### config.mk
export PLATFORM = sky130hd
export DESIGN_NAME = lgt_timers
export DESIGN_NICKNAME = d
export VERILOG_FILES = /design/src/design/lgt_pkg.sv /design/src/design/lgt_timers.sv
export SDC_FILE = /design/constraint.sdc
export NUM_CORES = 2
export LEC_CHECK = 0
export ABC_AREA = 0
export CORE_AREA = 2 2 365 186
export CTS_CLUSTER_DIAMETER = 100
export CTS_CLUSTER_SIZE = 40
export DETAILED_ROUTE_END_ITERATION = 16
export DIE_AREA = 0 0 367 188
export DONT_BUFFER_PORTS = 1
export PLACE_DENSITY = 0.63
export SYNTH_ARGS = -nofsm -noshare
export SYNTH_HDL_FRONTEND = slang
export SYNTH_SLANG_ARGS = --single-unit
export TNS_END_PERCENT = 5
### constraint.sdc
create_clock -name aclk -period 4.54 [get_ports aclk]
set_input_delay 0.908 -clock aclk [delete_from_list [all_inputs] [get_ports aclk]]
set_output_delay 0.908 -clock aclk [all_outputs]
set_load 0.02 [all_outputs]
### src/design/lgt_pkg.sv
package lgt_pkg;

   localparam int DATA_W = 32;
   localparam int ADDR_W = 32;

   // Register byte addresses
   localparam logic [31:0] T0_LOAD_ADDR = 32'hFFFF0300;
   localparam logic [31:0] T0_CNT_LO_ADDR = 32'hFFFF0304;
   localparam logic [31:0] T0_CNT_HI_ADDR = 32'hFFFF0308;
   localparam logic [31:0] T0_CTRL_ADDR = 32'hFFFF030C;
   localparam logic [31:0] T0_CLEAR_ADDR = 32'hFFFF0310;
   localparam logic [31:0] T0_CAP_ADDR = 32'hFFFF0314;
   localparam logic [31:0] T1_LOAD_ADDR = 32'hFFFF0320;
   localparam logic [31:0] T1_CNT_ADDR = 32'hFFFF0324;
   localparam logic [31:0] T1_CTRL_ADDR = 32'hFFFF0328;
   localparam logic [31:0] T1_CLEAR_ADDR = 32'hFFFF032C;
   localparam logic [31:0] T1_CAP_ADDR = 32'hFFFF0330;

   // Reset values and writable-bit masks
   localparam logic [31:0] T0_CTRL_RESET = 32'h00000000;
   localparam logic [31:0] T0_CTRL_WMASK = 32'h0003F7DF;
   localparam logic [31:0] T1_CTRL_RESET = 32'h01000000;
   localparam logic [31:0] T1_CTRL_WMASK = 32'hFF87FFFF;
   localparam logic [31:0] T1_CNT_RESET = 32'h0FFFFFFF;
   localparam logic [7:0] POST_RESET = 8'h01;
   localparam logic [7:0] POST_ONE = 8'h01;

   // Prescaler codes and matching count masks
   localparam logic [3:0] PRE_DIV16 = 4'h4;
   localparam logic [3:0] PRE_DIV256 = 4'h8;
   localparam logic [3:0] PRE_DIV32K = 4'hF;
   localparam logic [14:0] PRE_MASK1 = 15'h0000;
   localparam logic [14:0] PRE_MASK16 = 15'h000F;
   localparam logic [14:0] PRE_MASK256 = 15'h00FF;
   localparam logic [14:0] PRE_MASK32K = 15'h7FFF;

   // Clock source selections
   localparam logic [1:0] T0_SRC_CORE = 2'h0;
   localparam logic [1:0] T0_SRC_LP = 2'h1;
   localparam logic [1:0] T0_SRC_XTAL = 2'h2;
   localparam logic [1:0] T0_SRC_PREC = 2'h3;
   localparam logic [2:0] T1_SRC_LP = 3'h1;
   localparam logic [2:0] T1_SRC_GPIO8 = 3'h2;
   localparam logic [2:0] T1_SRC_GPIO5 = 3'h3;

   // Index of each source in the synchroniser bank
   localparam int NUM_SRC = 5;
   localparam int SRC_LP = 0;
   localparam int SRC_XTAL = 1;
   localparam int SRC_PREC = 2;
   localparam int SRC_GPIO8 = 3;
   localparam int SRC_GPIO5 = 4;

   // Count formats and time-of-day limits
   localparam logic [1:0] FMT_TOD255 = 2'h3;
   localparam logic [7:0] HUND_MAX = 8'h63;
   localparam logic [7:0] SEC_MAX = 8'h3B;
   localparam logic [7:0] MIN_MAX = 8'h3B;
   localparam logic [7:0] HR23_MAX = 8'h17;
   localparam logic [7:0] HR255_MAX = 8'hFF;

   localparam logic [1:0] RESP_OKAY = 2'h0;
   localparam logic [1:0] RESP_SLVERR = 2'h2;

   typedef struct packed {
      logic [13:0] rsvd_hi;
      logic cap_en;
      logic [4:0] cap_sel;
      logic rsvd_11;
      logic [1:0] clk_sel;
      logic count_up;
      logic enable;
      logic periodic;
      logic rsvd_5;
      logic wide;
      logic [3:0] prescale;
   } lgt_t0_ctrl_t;

   typedef struct packed {
      logic [7:0] post_target;
      logic post_en;
      logic [2:0] rsvd;
      logic post_flag;
      logic irq_from_post;
      logic cap_en;
      logic [4:0] cap_sel;
      logic [2:0] clk_sel;
      logic count_up;
      logic enable;
      logic periodic;
      logic [1:0] format;
      logic [3:0] prescale;
   } lgt_t1_ctrl_t;

endpackage

### src/design/lgt_timers.sv
`timescale 1ns/1ps
// Notes on behaviour
// - Settings reach counters via two-stage timer-clock sync
// - Lifetime control bit 4 selects 16/48 bits
// - 48-bit mode counts up from zero
// - Bit 8 direction; load/capture/clear 16-bit only
// - Lifetime bits 10:9 pick clock source
// - Bits 3:0 prescale by 1/16/256/32768
// - Bit 7 enables lifetime counting
// - Bit 6 periodic, else free-running
// - Lifetime reloads load value on overflow in periodic mode
// - Bit 17 enables capture on selected event
// - Write to lifetime clear in 16-bit mode drops interrupt unless a timeout sets it in that cycle
// - General timer 32-bit, four sources, prescaled
// - General count binary or time-of-day
// - General timer captures count on event
// - Postscaler counts 1 to 255 timeouts
// - General keeps counting in low power unless clocked from core
// - General reloads load value on overflow in periodic mode
// - Write to general clear drops interrupt unless the interrupt sets in that cycle
// - Interrupt at zero down, full scale up
// - Periodic reloads; free-running rolls over
// - Format 00 binary, 10/11 time-of-day
module lgt_timers
   import lgt_pkg::*;
(
   input wire logic aclk,
   input wire logic aresetn,
   input wire logic [ADDR_W-1:0] s_axi_awaddr,
   input wire logic s_axi_awvalid,
   output logic s_axi_awready,
   input wire logic [DATA_W-1:0] s_axi_wdata,
   input wire logic [3:0] s_axi_wstrb,
   input wire logic s_axi_wvalid,
   output logic s_axi_wready,
   output logic [1:0] s_axi_bresp,
   output logic s_axi_bvalid,
   input wire logic s_axi_bready,
   input wire logic [ADDR_W-1:0] s_axi_araddr,
   input wire logic s_axi_arvalid,
   output logic s_axi_arready,
   output logic [DATA_W-1:0] s_axi_rdata,
   output logic [1:0] s_axi_rresp,
   output logic s_axi_rvalid,
   input wire logic s_axi_rready,
   input wire logic lp_osc,
   input wire logic watch_xtal,
   input wire logic prec_osc,
   input wire logic gpio5,
   input wire logic gpio8,
   input wire logic low_power,
   input wire logic [31:0] event_src,
   output logic lifetime_irq,
   output logic general_irq
);

   function automatic logic hit(input logic [31:0] a, input logic [31:0] b);
      return a[31:2] == b[31:2];
   endfunction

   function automatic logic [31:0] merge(input logic [31:0] old, input logic [31:0] nw,
                                         input logic [3:0] strb);
      logic [31:0] m;
      m = {{8{strb[3]}}, {8{strb[2]}}, {8{strb[1]}}, {8{strb[0]}}};
      return (old & ~m) | (nw & m);
   endfunction

   function automatic logic [14:0] pre_mask(input logic [3:0] code);
      logic [14:0] m;
      m = PRE_MASK1;
      case (code)
         PRE_DIV16: m = PRE_MASK16;
         PRE_DIV256: m = PRE_MASK256;
         PRE_DIV32K: m = PRE_MASK32K;
         default: m = PRE_MASK1;
      endcase
      return m;
   endfunction

   function automatic logic [31:0] tod_max(input logic [1:0] fmt);
      return {(fmt == FMT_TOD255) ? HR255_MAX : HR23_MAX, MIN_MAX, SEC_MAX, HUND_MAX};
   endfunction

   // Binary or time-of-day step with carry/borrow between fields
   function automatic logic [31:0] t1_next(input logic [31:0] v, input logic up,
                                           input logic [1:0] fmt);
      logic [31:0] lim;
      logic [31:0] r;
      logic c;
      lim = tod_max(fmt);
      r = v;
      c = 1'b1;
      if (!fmt[1]) begin
         r = up ? v + 32'h00000001 : v - 32'h00000001;
      end else begin
         for (int i = 0; i < 4; i++) begin
            if (c) begin
               if (up) begin
                  c = (v[i*8 +: 8] == lim[i*8 +: 8]);
                  r[i*8 +: 8] = c ? 8'h00 : v[i*8 +: 8] + 8'h01;
               end else begin
                  c = (v[i*8 +: 8] == 8'h00);
                  r[i*8 +: 8] = c ? lim[i*8 +: 8] : v[i*8 +: 8] - 8'h01;
               end
            end
         end
      end
      return r;
   endfunction

   ////////////////////////////////////////////////////////////////////////////////
   // Source clock synchronisers and tick detection

   logic [NUM_SRC-1:0] src_in;
   logic [NUM_SRC-1:0] src_meta_reg;
   logic [NUM_SRC-1:0] src_sync_reg;
   logic [NUM_SRC-1:0] src_last_reg;
   logic [NUM_SRC-1:0] src_tick;
   logic core_tick;

   assign src_in = {gpio5, gpio8, prec_osc, watch_xtal, lp_osc};

   for (genvar gi = 0; gi < NUM_SRC; gi++) begin : g_src
      always_ff @(posedge aclk) begin
         if (!aresetn) begin
            src_meta_reg[gi] <= 1'b0;
            src_sync_reg[gi] <= 1'b0;
            src_last_reg[gi] <= 1'b0;
         end else begin
            src_meta_reg[gi] <= src_in[gi];
            src_sync_reg[gi] <= src_meta_reg[gi];
            src_last_reg[gi] <= src_sync_reg[gi];
         end
      end
      assign src_tick[gi] = src_sync_reg[gi] & ~src_last_reg[gi];
   end

   // Core clock stops in low power; oscillator and pin sources keep running
   assign core_tick = ~low_power;

   logic [31:0] event_last_reg;
   logic [31:0] ev_rise;

   always_ff @(posedge aclk) begin
      if (!aresetn) begin
         event_last_reg <= 32'h00000000;
      end else begin
         event_last_reg <= event_src;
      end
   end

   assign ev_rise = event_src & ~event_last_reg;

   ////////////////////////////////////////////////////////////////////////////////
   // AXI4-Lite slave

   logic aw_hold_reg;
   logic w_hold_reg;
   logic [31:0] awaddr_reg;
   logic [31:0] wdata_reg;
   logic [3:0] wstrb_reg;
   logic bvalid_reg;
   logic [1:0] bresp_reg;
   logic rvalid_reg;
   logic [1:0] rresp_reg;
   logic [31:0] rdata_reg;
   logic wr_go;
   logic wr_mapped;
   logic [31:0] rd_data;
   logic rd_mapped;

   assign s_axi_awready = ~aw_hold_reg & ~bvalid_reg;
   assign s_axi_wready = ~w_hold_reg & ~bvalid_reg;
   assign s_axi_bvalid = bvalid_reg;
   assign s_axi_bresp = bresp_reg;
   assign s_axi_arready = ~rvalid_reg;
   assign s_axi_rvalid = rvalid_reg;
   assign s_axi_rresp = rresp_reg;
   assign s_axi_rdata = rdata_reg;
   assign wr_go = aw_hold_reg & w_hold_reg & ~bvalid_reg;

   always_comb begin
      wr_mapped = 1'b0;
      for (int i = 0; i < 12; i++) begin
         if (hit(awaddr_reg, T0_LOAD_ADDR + 32'(i * 4)) && i != 6 && i != 7) begin
            wr_mapped = 1'b1;
         end
      end
      if (hit(awaddr_reg, T1_CAP_ADDR)) begin
         wr_mapped = 1'b1;
      end
   end

   always_ff @(posedge aclk) begin
      if (!aresetn) begin
         aw_hold_reg <= 1'b0;
         w_hold_reg <= 1'b0;
         awaddr_reg <= 32'h00000000;
         wdata_reg <= 32'h00000000;
         wstrb_reg <= 4'h0;
         bvalid_reg <= 1'b0;
         bresp_reg <= RESP_OKAY;
      end else begin
         if (s_axi_awvalid && s_axi_awready) begin
            aw_hold_reg <= 1'b1;
            awaddr_reg <= s_axi_awaddr;
         end
         if (s_axi_wvalid && s_axi_wready) begin
            w_hold_reg <= 1'b1;
            wdata_reg <= s_axi_wdata;
            wstrb_reg <= s_axi_wstrb;
         end
         if (wr_go) begin
            aw_hold_reg <= 1'b0;
            w_hold_reg <= 1'b0;
            bvalid_reg <= 1'b1;
            bresp_reg <= wr_mapped ? RESP_OKAY : RESP_SLVERR;
         end else if (bvalid_reg && s_axi_bready) begin
            bvalid_reg <= 1'b0;
         end
      end
   end

   always_ff @(posedge aclk) begin
      if (!aresetn) begin
         rvalid_reg <= 1'b0;
         rresp_reg <= RESP_OKAY;
         rdata_reg <= 32'h00000000;
      end else if (s_axi_arvalid && s_axi_arready) begin
         rvalid_reg <= 1'b1;
         rresp_reg <= rd_mapped ? RESP_OKAY : RESP_SLVERR;
         rdata_reg <= rd_data;
      end else if (rvalid_reg && s_axi_rready) begin
         rvalid_reg <= 1'b0;
      end
   end

   ////////////////////////////////////////////////////////////////////////////////
   // Software-side registers

   logic [15:0] t0_load_reg;
   lgt_t0_ctrl_t t0_ctrl_reg;
   logic [31:0] t1_load_reg;
   lgt_t1_ctrl_t t1_ctrl_reg;

   always_ff @(posedge aclk) begin
      if (!aresetn) begin
         t0_load_reg <= 16'h0000;
         t0_ctrl_reg <= lgt_t0_ctrl_t'(T0_CTRL_RESET);
         t1_load_reg <= 32'h00000000;
         t1_ctrl_reg <= lgt_t1_ctrl_t'(T1_CTRL_RESET);
      end else if (wr_go) begin
         if (hit(awaddr_reg, T0_LOAD_ADDR)) begin
            t0_load_reg <= 16'(merge({16'h0000, t0_load_reg}, wdata_reg, wstrb_reg));
         end
         if (hit(awaddr_reg, T0_CTRL_ADDR)) begin
            t0_ctrl_reg <= lgt_t0_ctrl_t'(merge(t0_ctrl_reg, wdata_reg, wstrb_reg)
                                          & T0_CTRL_WMASK);
         end
         if (hit(awaddr_reg, T1_LOAD_ADDR)) begin
            t1_load_reg <= merge(t1_load_reg, wdata_reg, wstrb_reg);
         end
         if (hit(awaddr_reg, T1_CTRL_ADDR)) begin
            t1_ctrl_reg <= lgt_t1_ctrl_t'(merge(t1_ctrl_reg, wdata_reg, wstrb_reg)
                                          & T1_CTRL_WMASK);
         end
      end
   end

   ////////////////////////////////////////////////////////////////////////////////
   // Lifetime timer

   lgt_t0_ctrl_t t0_ctrl_s1_reg;
   lgt_t0_ctrl_t t0_ctrl_s2_reg;
   logic [15:0] t0_load_s1_reg;
   logic [15:0] t0_load_s2_reg;
   logic t0_tick;
   logic t0_run_reg;
   logic [14:0] t0_pre_reg;
   logic [14:0] t0_mask;
   logic [47:0] t0_cnt_reg;
   logic [15:0] t0_lo;
   logic [15:0] t0_lo_next;
   logic t0_start;
   logic t0_step;
   logic t0_ext;
   logic t0_timeout;
   logic t0_clear;
   logic t0_irq_reg;
   logic [15:0] t0_cap_reg;

   always_comb begin
      unique case (t0_ctrl_reg.clk_sel)
         T0_SRC_CORE: t0_tick = core_tick;
         T0_SRC_LP: t0_tick = src_tick[SRC_LP];
         T0_SRC_XTAL: t0_tick = src_tick[SRC_XTAL];
         T0_SRC_PREC: t0_tick = src_tick[SRC_PREC];
      endcase
   end

   // Settings advance one stage per selected source tick
   always_ff @(posedge aclk) begin
      if (!aresetn) begin
         t0_ctrl_s1_reg <= lgt_t0_ctrl_t'(T0_CTRL_RESET);
         t0_ctrl_s2_reg <= lgt_t0_ctrl_t'(T0_CTRL_RESET);
         t0_load_s1_reg <= 16'h0000;
         t0_load_s2_reg <= 16'h0000;
      end else if (t0_tick) begin
         t0_ctrl_s1_reg <= t0_ctrl_reg;
         t0_ctrl_s2_reg <= t0_ctrl_s1_reg;
         t0_load_s1_reg <= t0_load_reg;
         t0_load_s2_reg <= t0_load_s1_reg;
      end
   end

   assign t0_mask = pre_mask(t0_ctrl_s2_reg.prescale);
   assign t0_start = t0_tick & t0_ctrl_s2_reg.enable & ~t0_run_reg;
   assign t0_step = t0_tick & t0_ctrl_s2_reg.enable & t0_run_reg
                    & ((t0_pre_reg & t0_mask) == t0_mask);
   assign t0_lo = t0_cnt_reg[15:0];
   assign t0_ext = t0_ctrl_s2_reg.count_up ? (t0_lo == 16'hFFFF) : (t0_lo == 16'h0000);
   assign t0_timeout = t0_step & ~t0_ctrl_s2_reg.wide & t0_ext;
   assign t0_clear = wr_go & hit(awaddr_reg, T0_CLEAR_ADDR) & ~t0_ctrl_reg.wide;

   always_comb begin
      if (t0_ext && t0_ctrl_s2_reg.periodic) begin
         t0_lo_next = t0_load_s2_reg;
      end else if (t0_ctrl_s2_reg.count_up) begin
         t0_lo_next = t0_lo + 16'h0001;
      end else begin
         t0_lo_next = t0_lo - 16'h0001;
      end
   end

   always_ff @(posedge aclk) begin
      if (!aresetn) begin
         t0_run_reg <= 1'b0;
      end else if (t0_tick) begin
         t0_run_reg <= t0_ctrl_s2_reg.enable;
      end
   end

   always_ff @(posedge aclk) begin
      if (!aresetn) begin
         t0_pre_reg <= 15'h0000;
      end else if (t0_start) begin
         t0_pre_reg <= 15'h0000;
      end else if (t0_tick && t0_run_reg && t0_ctrl_s2_reg.enable) begin
         t0_pre_reg <= t0_pre_reg + 15'h0001;
      end
   end

   always_ff @(posedge aclk) begin
      if (!aresetn) begin
         t0_cnt_reg <= 48'h000000000000;
      end else if (t0_start) begin
         t0_cnt_reg <= t0_ctrl_s2_reg.wide ? 48'h000000000000 : {32'h00000000, t0_load_s2_reg};
      end else if (t0_step) begin
         if (t0_ctrl_s2_reg.wide) begin
            t0_cnt_reg <= t0_cnt_reg + 48'h000000000001;
         end else begin
            t0_cnt_reg <= {32'h00000000, t0_lo_next};
         end
      end
   end

   always_ff @(posedge aclk) begin
      if (!aresetn) begin
         t0_irq_reg <= 1'b0;
      end else if (t0_timeout) begin
         t0_irq_reg <= 1'b1;
      end else if (t0_clear) begin
         t0_irq_reg <= 1'b0;
      end
   end

   always_ff @(posedge aclk) begin
      if (!aresetn) begin
         t0_cap_reg <= 16'h0000;
      end else if (t0_ctrl_s2_reg.cap_en && !t0_ctrl_s2_reg.wide
                   && ev_rise[t0_ctrl_s2_reg.cap_sel]) begin
         t0_cap_reg <= t0_lo;
      end else if (wr_go && hit(awaddr_reg, T0_CAP_ADDR)) begin
         t0_cap_reg <= 16'(merge({16'h0000, t0_cap_reg}, wdata_reg, wstrb_reg));
      end
   end

   ////////////////////////////////////////////////////////////////////////////////
   // General timer

   lgt_t1_ctrl_t t1_ctrl_s1_reg;
   lgt_t1_ctrl_t t1_ctrl_s2_reg;
   logic [31:0] t1_load_s1_reg;
   logic [31:0] t1_load_s2_reg;
   logic t1_tick;
   logic t1_run_reg;
   logic [14:0] t1_pre_reg;
   logic [14:0] t1_mask;
   logic [31:0] t1_cnt_reg;
   logic t1_start;
   logic t1_step;
   logic t1_ext;
   logic t1_timeout;
   logic [7:0] t1_target;
   logic [7:0] t1_post_reg;
   logic t1_post_hit;
   logic t1_post_on;
   logic t1_flag_reg;
   logic t1_clear;
   logic t1_irq_reg;
   logic [31:0] t1_cap_reg;

   always_comb begin
      case (t1_ctrl_reg.clk_sel)
         T1_SRC_LP: t1_tick = src_tick[SRC_LP];
         T1_SRC_GPIO8: t1_tick = src_tick[SRC_GPIO8];
         T1_SRC_GPIO5: t1_tick = src_tick[SRC_GPIO5];
         default: t1_tick = core_tick;
      endcase
   end

   always_ff @(posedge aclk) begin
      if (!aresetn) begin
         t1_ctrl_s1_reg <= lgt_t1_ctrl_t'(T1_CTRL_RESET);
         t1_ctrl_s2_reg <= lgt_t1_ctrl_t'(T1_CTRL_RESET);
         t1_load_s1_reg <= 32'h00000000;
         t1_load_s2_reg <= 32'h00000000;
      end else if (t1_tick) begin
         t1_ctrl_s1_reg <= t1_ctrl_reg;
         t1_ctrl_s2_reg <= t1_ctrl_s1_reg;
         t1_load_s1_reg <= t1_load_reg;
         t1_load_s2_reg <= t1_load_s1_reg;
      end
   end

   assign t1_mask = pre_mask(t1_ctrl_s2_reg.prescale);
   assign t1_start = t1_tick & t1_ctrl_s2_reg.enable & ~t1_run_reg;
   assign t1_step = t1_tick & t1_ctrl_s2_reg.enable & t1_run_reg
                    & ((t1_pre_reg & t1_mask) == t1_mask);
   assign t1_ext = t1_ctrl_s2_reg.count_up
                   ? (t1_cnt_reg == (t1_ctrl_s2_reg.format[1] ? tod_max(t1_ctrl_s2_reg.format)
                                                              : 32'hFFFFFFFF))
                   : (t1_cnt_reg == 32'h00000000);
   assign t1_timeout = t1_step & t1_ext;
   assign t1_target = (t1_ctrl_s2_reg.post_target == 8'h00) ? POST_ONE
                      : t1_ctrl_s2_reg.post_target;
   // Either enable bit or postscaler interrupt source runs the postscaler
   assign t1_post_on = t1_ctrl_s2_reg.post_en | t1_ctrl_s2_reg.irq_from_post;
   assign t1_post_hit = t1_timeout & t1_post_on & (t1_post_reg >= t1_target);
   assign t1_clear = wr_go & hit(awaddr_reg, T1_CLEAR_ADDR);

   always_ff @(posedge aclk) begin
      if (!aresetn) begin
         t1_run_reg <= 1'b0;
      end else if (t1_tick) begin
         t1_run_reg <= t1_ctrl_s2_reg.enable;
      end
   end

   always_ff @(posedge aclk) begin
      if (!aresetn) begin
         t1_pre_reg <= 15'h0000;
      end else if (t1_start) begin
         t1_pre_reg <= 15'h0000;
      end else if (t1_tick && t1_run_reg && t1_ctrl_s2_reg.enable) begin
         t1_pre_reg <= t1_pre_reg + 15'h0001;
      end
   end

   always_ff @(posedge aclk) begin
      if (!aresetn) begin
         t1_cnt_reg <= T1_CNT_RESET;
      end else if (t1_start) begin
         t1_cnt_reg <= t1_load_s2_reg;
      end else if (t1_step) begin
         if (t1_ext && t1_ctrl_s2_reg.periodic) begin
            t1_cnt_reg <= t1_load_s2_reg;
         end else begin
            t1_cnt_reg <= t1_next(t1_cnt_reg, t1_ctrl_s2_reg.count_up,
                                  t1_ctrl_s2_reg.format);
         end
      end
   end

   always_ff @(posedge aclk) begin
      if (!aresetn) begin
         t1_post_reg <= POST_RESET;
      end else if (t1_timeout && t1_post_on) begin
         t1_post_reg <= t1_post_hit ? POST_ONE : t1_post_reg + 8'h01;
      end
   end

   always_ff @(posedge aclk) begin
      if (!aresetn) begin
         t1_flag_reg <= 1'b0;
      end else if (t1_post_hit) begin
         t1_flag_reg <= 1'b1;
      end else if (t1_clear) begin
         t1_flag_reg <= 1'b0;
      end
   end

   always_ff @(posedge aclk) begin
      if (!aresetn) begin
         t1_irq_reg <= 1'b0;
      end else if (t1_ctrl_s2_reg.irq_from_post ? t1_post_hit : t1_timeout) begin
         t1_irq_reg <= 1'b1;
      end else if (t1_clear) begin
         t1_irq_reg <= 1'b0;
      end
   end

   always_ff @(posedge aclk) begin
      if (!aresetn) begin
         t1_cap_reg <= 32'h00000000;
      end else if (t1_ctrl_s2_reg.cap_en && ev_rise[t1_ctrl_s2_reg.cap_sel]) begin
         t1_cap_reg <= t1_cnt_reg;
      end
   end

   ////////////////////////////////////////////////////////////////////////////////
   // Read mux and outputs

   always_comb begin
      rd_data = 32'h00000000;
      rd_mapped = 1'b1;
      if (hit(s_axi_araddr, T0_LOAD_ADDR)) begin
         rd_data = {16'h0000, t0_load_reg};
      end else if (hit(s_axi_araddr, T0_CNT_LO_ADDR)) begin
         rd_data = {16'h0000, t0_lo};
      end else if (hit(s_axi_araddr, T0_CNT_HI_ADDR)) begin
         rd_data = t0_cnt_reg[47:16];
      end else if (hit(s_axi_araddr, T0_CTRL_ADDR)) begin
         rd_data = t0_ctrl_reg;
      end else if (hit(s_axi_araddr, T0_CAP_ADDR)) begin
         rd_data = {16'h0000, t0_cap_reg};
      end else if (hit(s_axi_araddr, T1_LOAD_ADDR)) begin
         rd_data = t1_load_reg;
      end else if (hit(s_axi_araddr, T1_CNT_ADDR)) begin
         rd_data = t1_cnt_reg;
      end else if (hit(s_axi_araddr, T1_CTRL_ADDR)) begin
         rd_data = {t1_post_reg, t1_ctrl_reg[23:20], t1_flag_reg, t1_ctrl_reg[18:0]};
      end else if (hit(s_axi_araddr, T1_CAP_ADDR)) begin
         rd_data = t1_cap_reg;
      end else if (!hit(s_axi_araddr, T0_CLEAR_ADDR) && !hit(s_axi_araddr, T1_CLEAR_ADDR)) begin
         rd_mapped = 1'b0;
      end
   end

   assign lifetime_irq = t0_irq_reg;
   assign general_irq = t1_irq_reg;

endmodule

==> run_results.csv <==
group,metric,value,unit
outcome,status,"finished clean",
hold_path,hold_end,"s_axi_rvalid",
setup_path,crit_type,"reg2reg",
hold_path,hp-class,"in2reg",
timing,drv_slew,0,
routing,route.detailed.drc,0,
pwr,fin_total_pwr,8104,uW
clock_network,htreeDepth,1,
grt,grt_usage,27.75,%
placed_design,placed_cells,4429,
timing,rsz0062_at_grt,"no",
finish,fill_cells,6741,
timing,timing.fmax,247.4,MHz
routing,routed_wl,99980,um
grt,first_global_vias,23015,
routing,wl_per_cell,22.47,um
timing,finalSetupViolCount,0,
routing,vias,26987,
synthesis,ys_types,97,
clock_network,hold_buffers,0,
timing,hold_viol_final,0,
clock_network,cts.clk_slew.worst_paths,150,ps
synthesis,async_flop_share,0,%
timing,fin_crit,4041,ps
synthesis,ys_warn_count,0,
synthesis,synth_area_leader_cell,"dfxtp_1",
die,start_util,44.56,%
routing,dr.pass1.iters,9,
routing,final_antenna_net_count,0,
timing,slew_headroom,15.00,%
setup_path,rr_worst_depth,9,
setup_path,rr_endpoint,"t1_cnt_reg[31]",
grt,grt_max_degree,106,
pwr,pwr_density_cell,264.6,nW/um^2
placed_design,dp_hpwl,74910,um
pwr,total_leakage_power,0.01086,uW
placed_design,gp_congestion,0.9809,
hold_path,holdPathStages,1,
finish,fin_util,46.37,%
synthesis,ys.flop_type,"dfxtp_1",
synthesis,yosysTopAreaCellShare,39.99,%
routing,via_per_inst,6.064,
finish,antenna_cells,0,
clock_network,post_cts_buffers,0,
die,io_pins,188,
synthesis,synth-seq-area-share,39.99,%
die,die_x,367,um
setup_path,required,5060,ps
timing,period_share,89.02,%
timing,whs,377.9,ps
setup_path,crit_start,"t1_ctrl_s2_reg[8]",
hold_path,min_from,"s_axi_rready",
finish,final_nets,3768,
clock_network,max-clock-path-buffers,3,
setup_path,crit-reg2reg-launch,"t1_ctrl_s2_reg[8]",
routing,drtIter0Drc,3630,
job,cap_violations,0,
die,die-area,69000,sq um
clock_network,numCtsBuffers,18,
pwr,peakVddDrop,242.4,uV
synthesis,synth_seq_cells,588,
grt,antenna_found_initial,2,
timing,tns,0,ps
die,num_rows,67,
setup_path,crit_arrival,4560,ps
finish,syn_to_final_growth,4.073,%
synthesis,syn_area,29430,sq um
clock_network,worstSkewPairLatency,600,ps
die,die_h,188,um
clock_network,root_buffer,"clkbuf_16",
timing,worstMarginPinSlew,1270,ps
finish,drive_gt1_share,4.785,%
synthesis,syn_avg_cell_area,7.929,sq um
synthesis,ys_top_cells_by_area,"dfxtp_1 40%, nand2_1 9.5%, a21oi_1 7.7%, mux2i_1 3.6%, nor2_1 3.6%",
synthesis,syn_inst,3712,
setup_path,startpoint_type,"flop",
clock_network,postCtsResizedCells,0,
grt,gr-total-overflow,0,
finish,stdcell_count,4450,
setup_path,ff2ff_setup_slack,500,ps
setup_path,crit_path_max_fanout,20,
grt,grt_pass1_wl,149000,um
setup_path,cp-end-kind,"flop",
clock_network,cts_tree,"done",
die,coreArea,66060,sq um
placed_design,io_buffer_count,0,
synthesis,synth_edf_count,0,
timing,fin_worst_skew,22.04,ps
clock_network,cts_sinks,588,
cells in the mapped netlist (16+ instances only):
cell type / number
nor3_1: 60
buf_2: 37
o221ai_1: 17
nor2b_1: 44
a22o_1: 16
a211oi_1: 25
mux2i_1: 105
a22oi_1: 25
and3_1: 36
a221oi_1: 20
nand4_1: 48
o211ai_1: 40
inv_1: 58
dfxtp_1: 588
clkbuf_1: 193
a21o_1: 21
nand3_1: 130
a21oi_1: 453
o21ai_0: 127
ha_1: 69
xnor2_1: 43
nand2_1: 744
or3_1: 29
nor2_1: 280
mux4_2: 19
a31oi_1: 25
and2_1: 65
xor2_1: 74
o22ai_1: 37
nand2b_1: 27
power by group:
group	internal, uW	switching (uW)	leakage (uW)	total (uW)
Combinational	105	273	0.00586	378
Sequential	5230	86.3	0.00476	5320
Clock	797	1610	0.000247	2410
Total	6130	1970	0.0109	8100
cell families (layout without fill, tap and decap cells):
| logic type | count (synthesis) | after routing | share of synthesized area, % |
|---|---|---|---|
| buffers and inverters | 316 | 156 | 4.404 |
| AOI/OAI and AO/OA | 938 | 938 | 19.56 |
| other | 1 | 2 | 0.01274 |
| xor gates and xnor gates | 117 | 117 | 3.482 |
| DFF | 588 | 588 | 39.99 |
| and+or+nand+nor | 1550 | 1550 | 24.19 |
| adders and majority gates | 71 | 71 | 3.069 |
| muxes | 131 | 131 | 5.292 |
worst max-delay path by stage:
stage	endpoint	slack [ps]	depth (start not counted)
after detailed placement	s_axi_rdata[31]	780	8
after global routing	t1_cnt_reg[31]	390	9
final	t1_cnt_reg[31]	500	9
after global placement	s_axi_rdata[31]	770	8
after CTS	t1_cnt_reg[31]	790	9
after floorplan	t1_cnt_reg[31]	620	13
metal layers:
layer / wire, um / global-route usage [%]
met5: 140 / 1.442
met4: 905 / 2.427
met3: 16450 / 13.77
met2: 33480 / 31.49
met1: 49010 / 45.08
area by class of cell:
type                       count  area, sq um  area share (%)
clock buffer                  18        450.4           1.470
sequential                   588        11770           38.43
tap                          897         1122           3.664
inverter                      60        232.7          0.7597
multi-input combinational   2809        16400           53.53
timing repair buffer          75        600.6           1.961
clock inverter                 3        55.05          0.1797
critical path: stages (launching register included):
cell and delay [ps]:
dfxtp_1 440, clkinv_1 290, buf_4 330, ha_1 450
nand3_1 350, o41ai_2 780, o21ai_0 530, o211ai_1 310
a2111oi_0 130, o31a_1 320
layout by cell type (no fill, tap or decap), types with 19 or more instances in the layout:
| cell | count |
|---|---|
| xnor2_1 | 43 |
| ha_1 | 69 |
| a221oi_1 | 20 |
| and3_1 | 36 |
| or3_1 | 29 |
| nor2b_1 | 44 |
| inv_1 | 57 |
| a21oi_1 | 453 |
| mux4_2 | 19 |
| o21ai_0 | 127 |
| nand4_1 | 48 |
| o211ai_1 | 40 |
| dfxtp_1 | 587 |
| nand2b_1 | 27 |
| mux2i_1 | 105 |
| o22ai_1 | 37 |
| nor3_1 | 59 |
| nor2_1 | 279 |
| a22oi_1 | 25 |
| nand3_1 | 130 |
| a21o_1 | 21 |
| buf_4 | 72 |
| a31oi_1 | 25 |
| nand2_1 | 743 |
| a211oi_1 | 25 |
| and2_1 | 65 |
| xor2_1 | 74 |
metrics by stage:
stage	worst slack, ps	area [sq um]
floorplan	615.6	29440
global placement	770.2	30130
detailed placement	778.3	30130
CTS	790.1	30630
global route	392.4	30630
finish	498.5	30630
No activity file was read; power rests on OpenSTA's default activity.
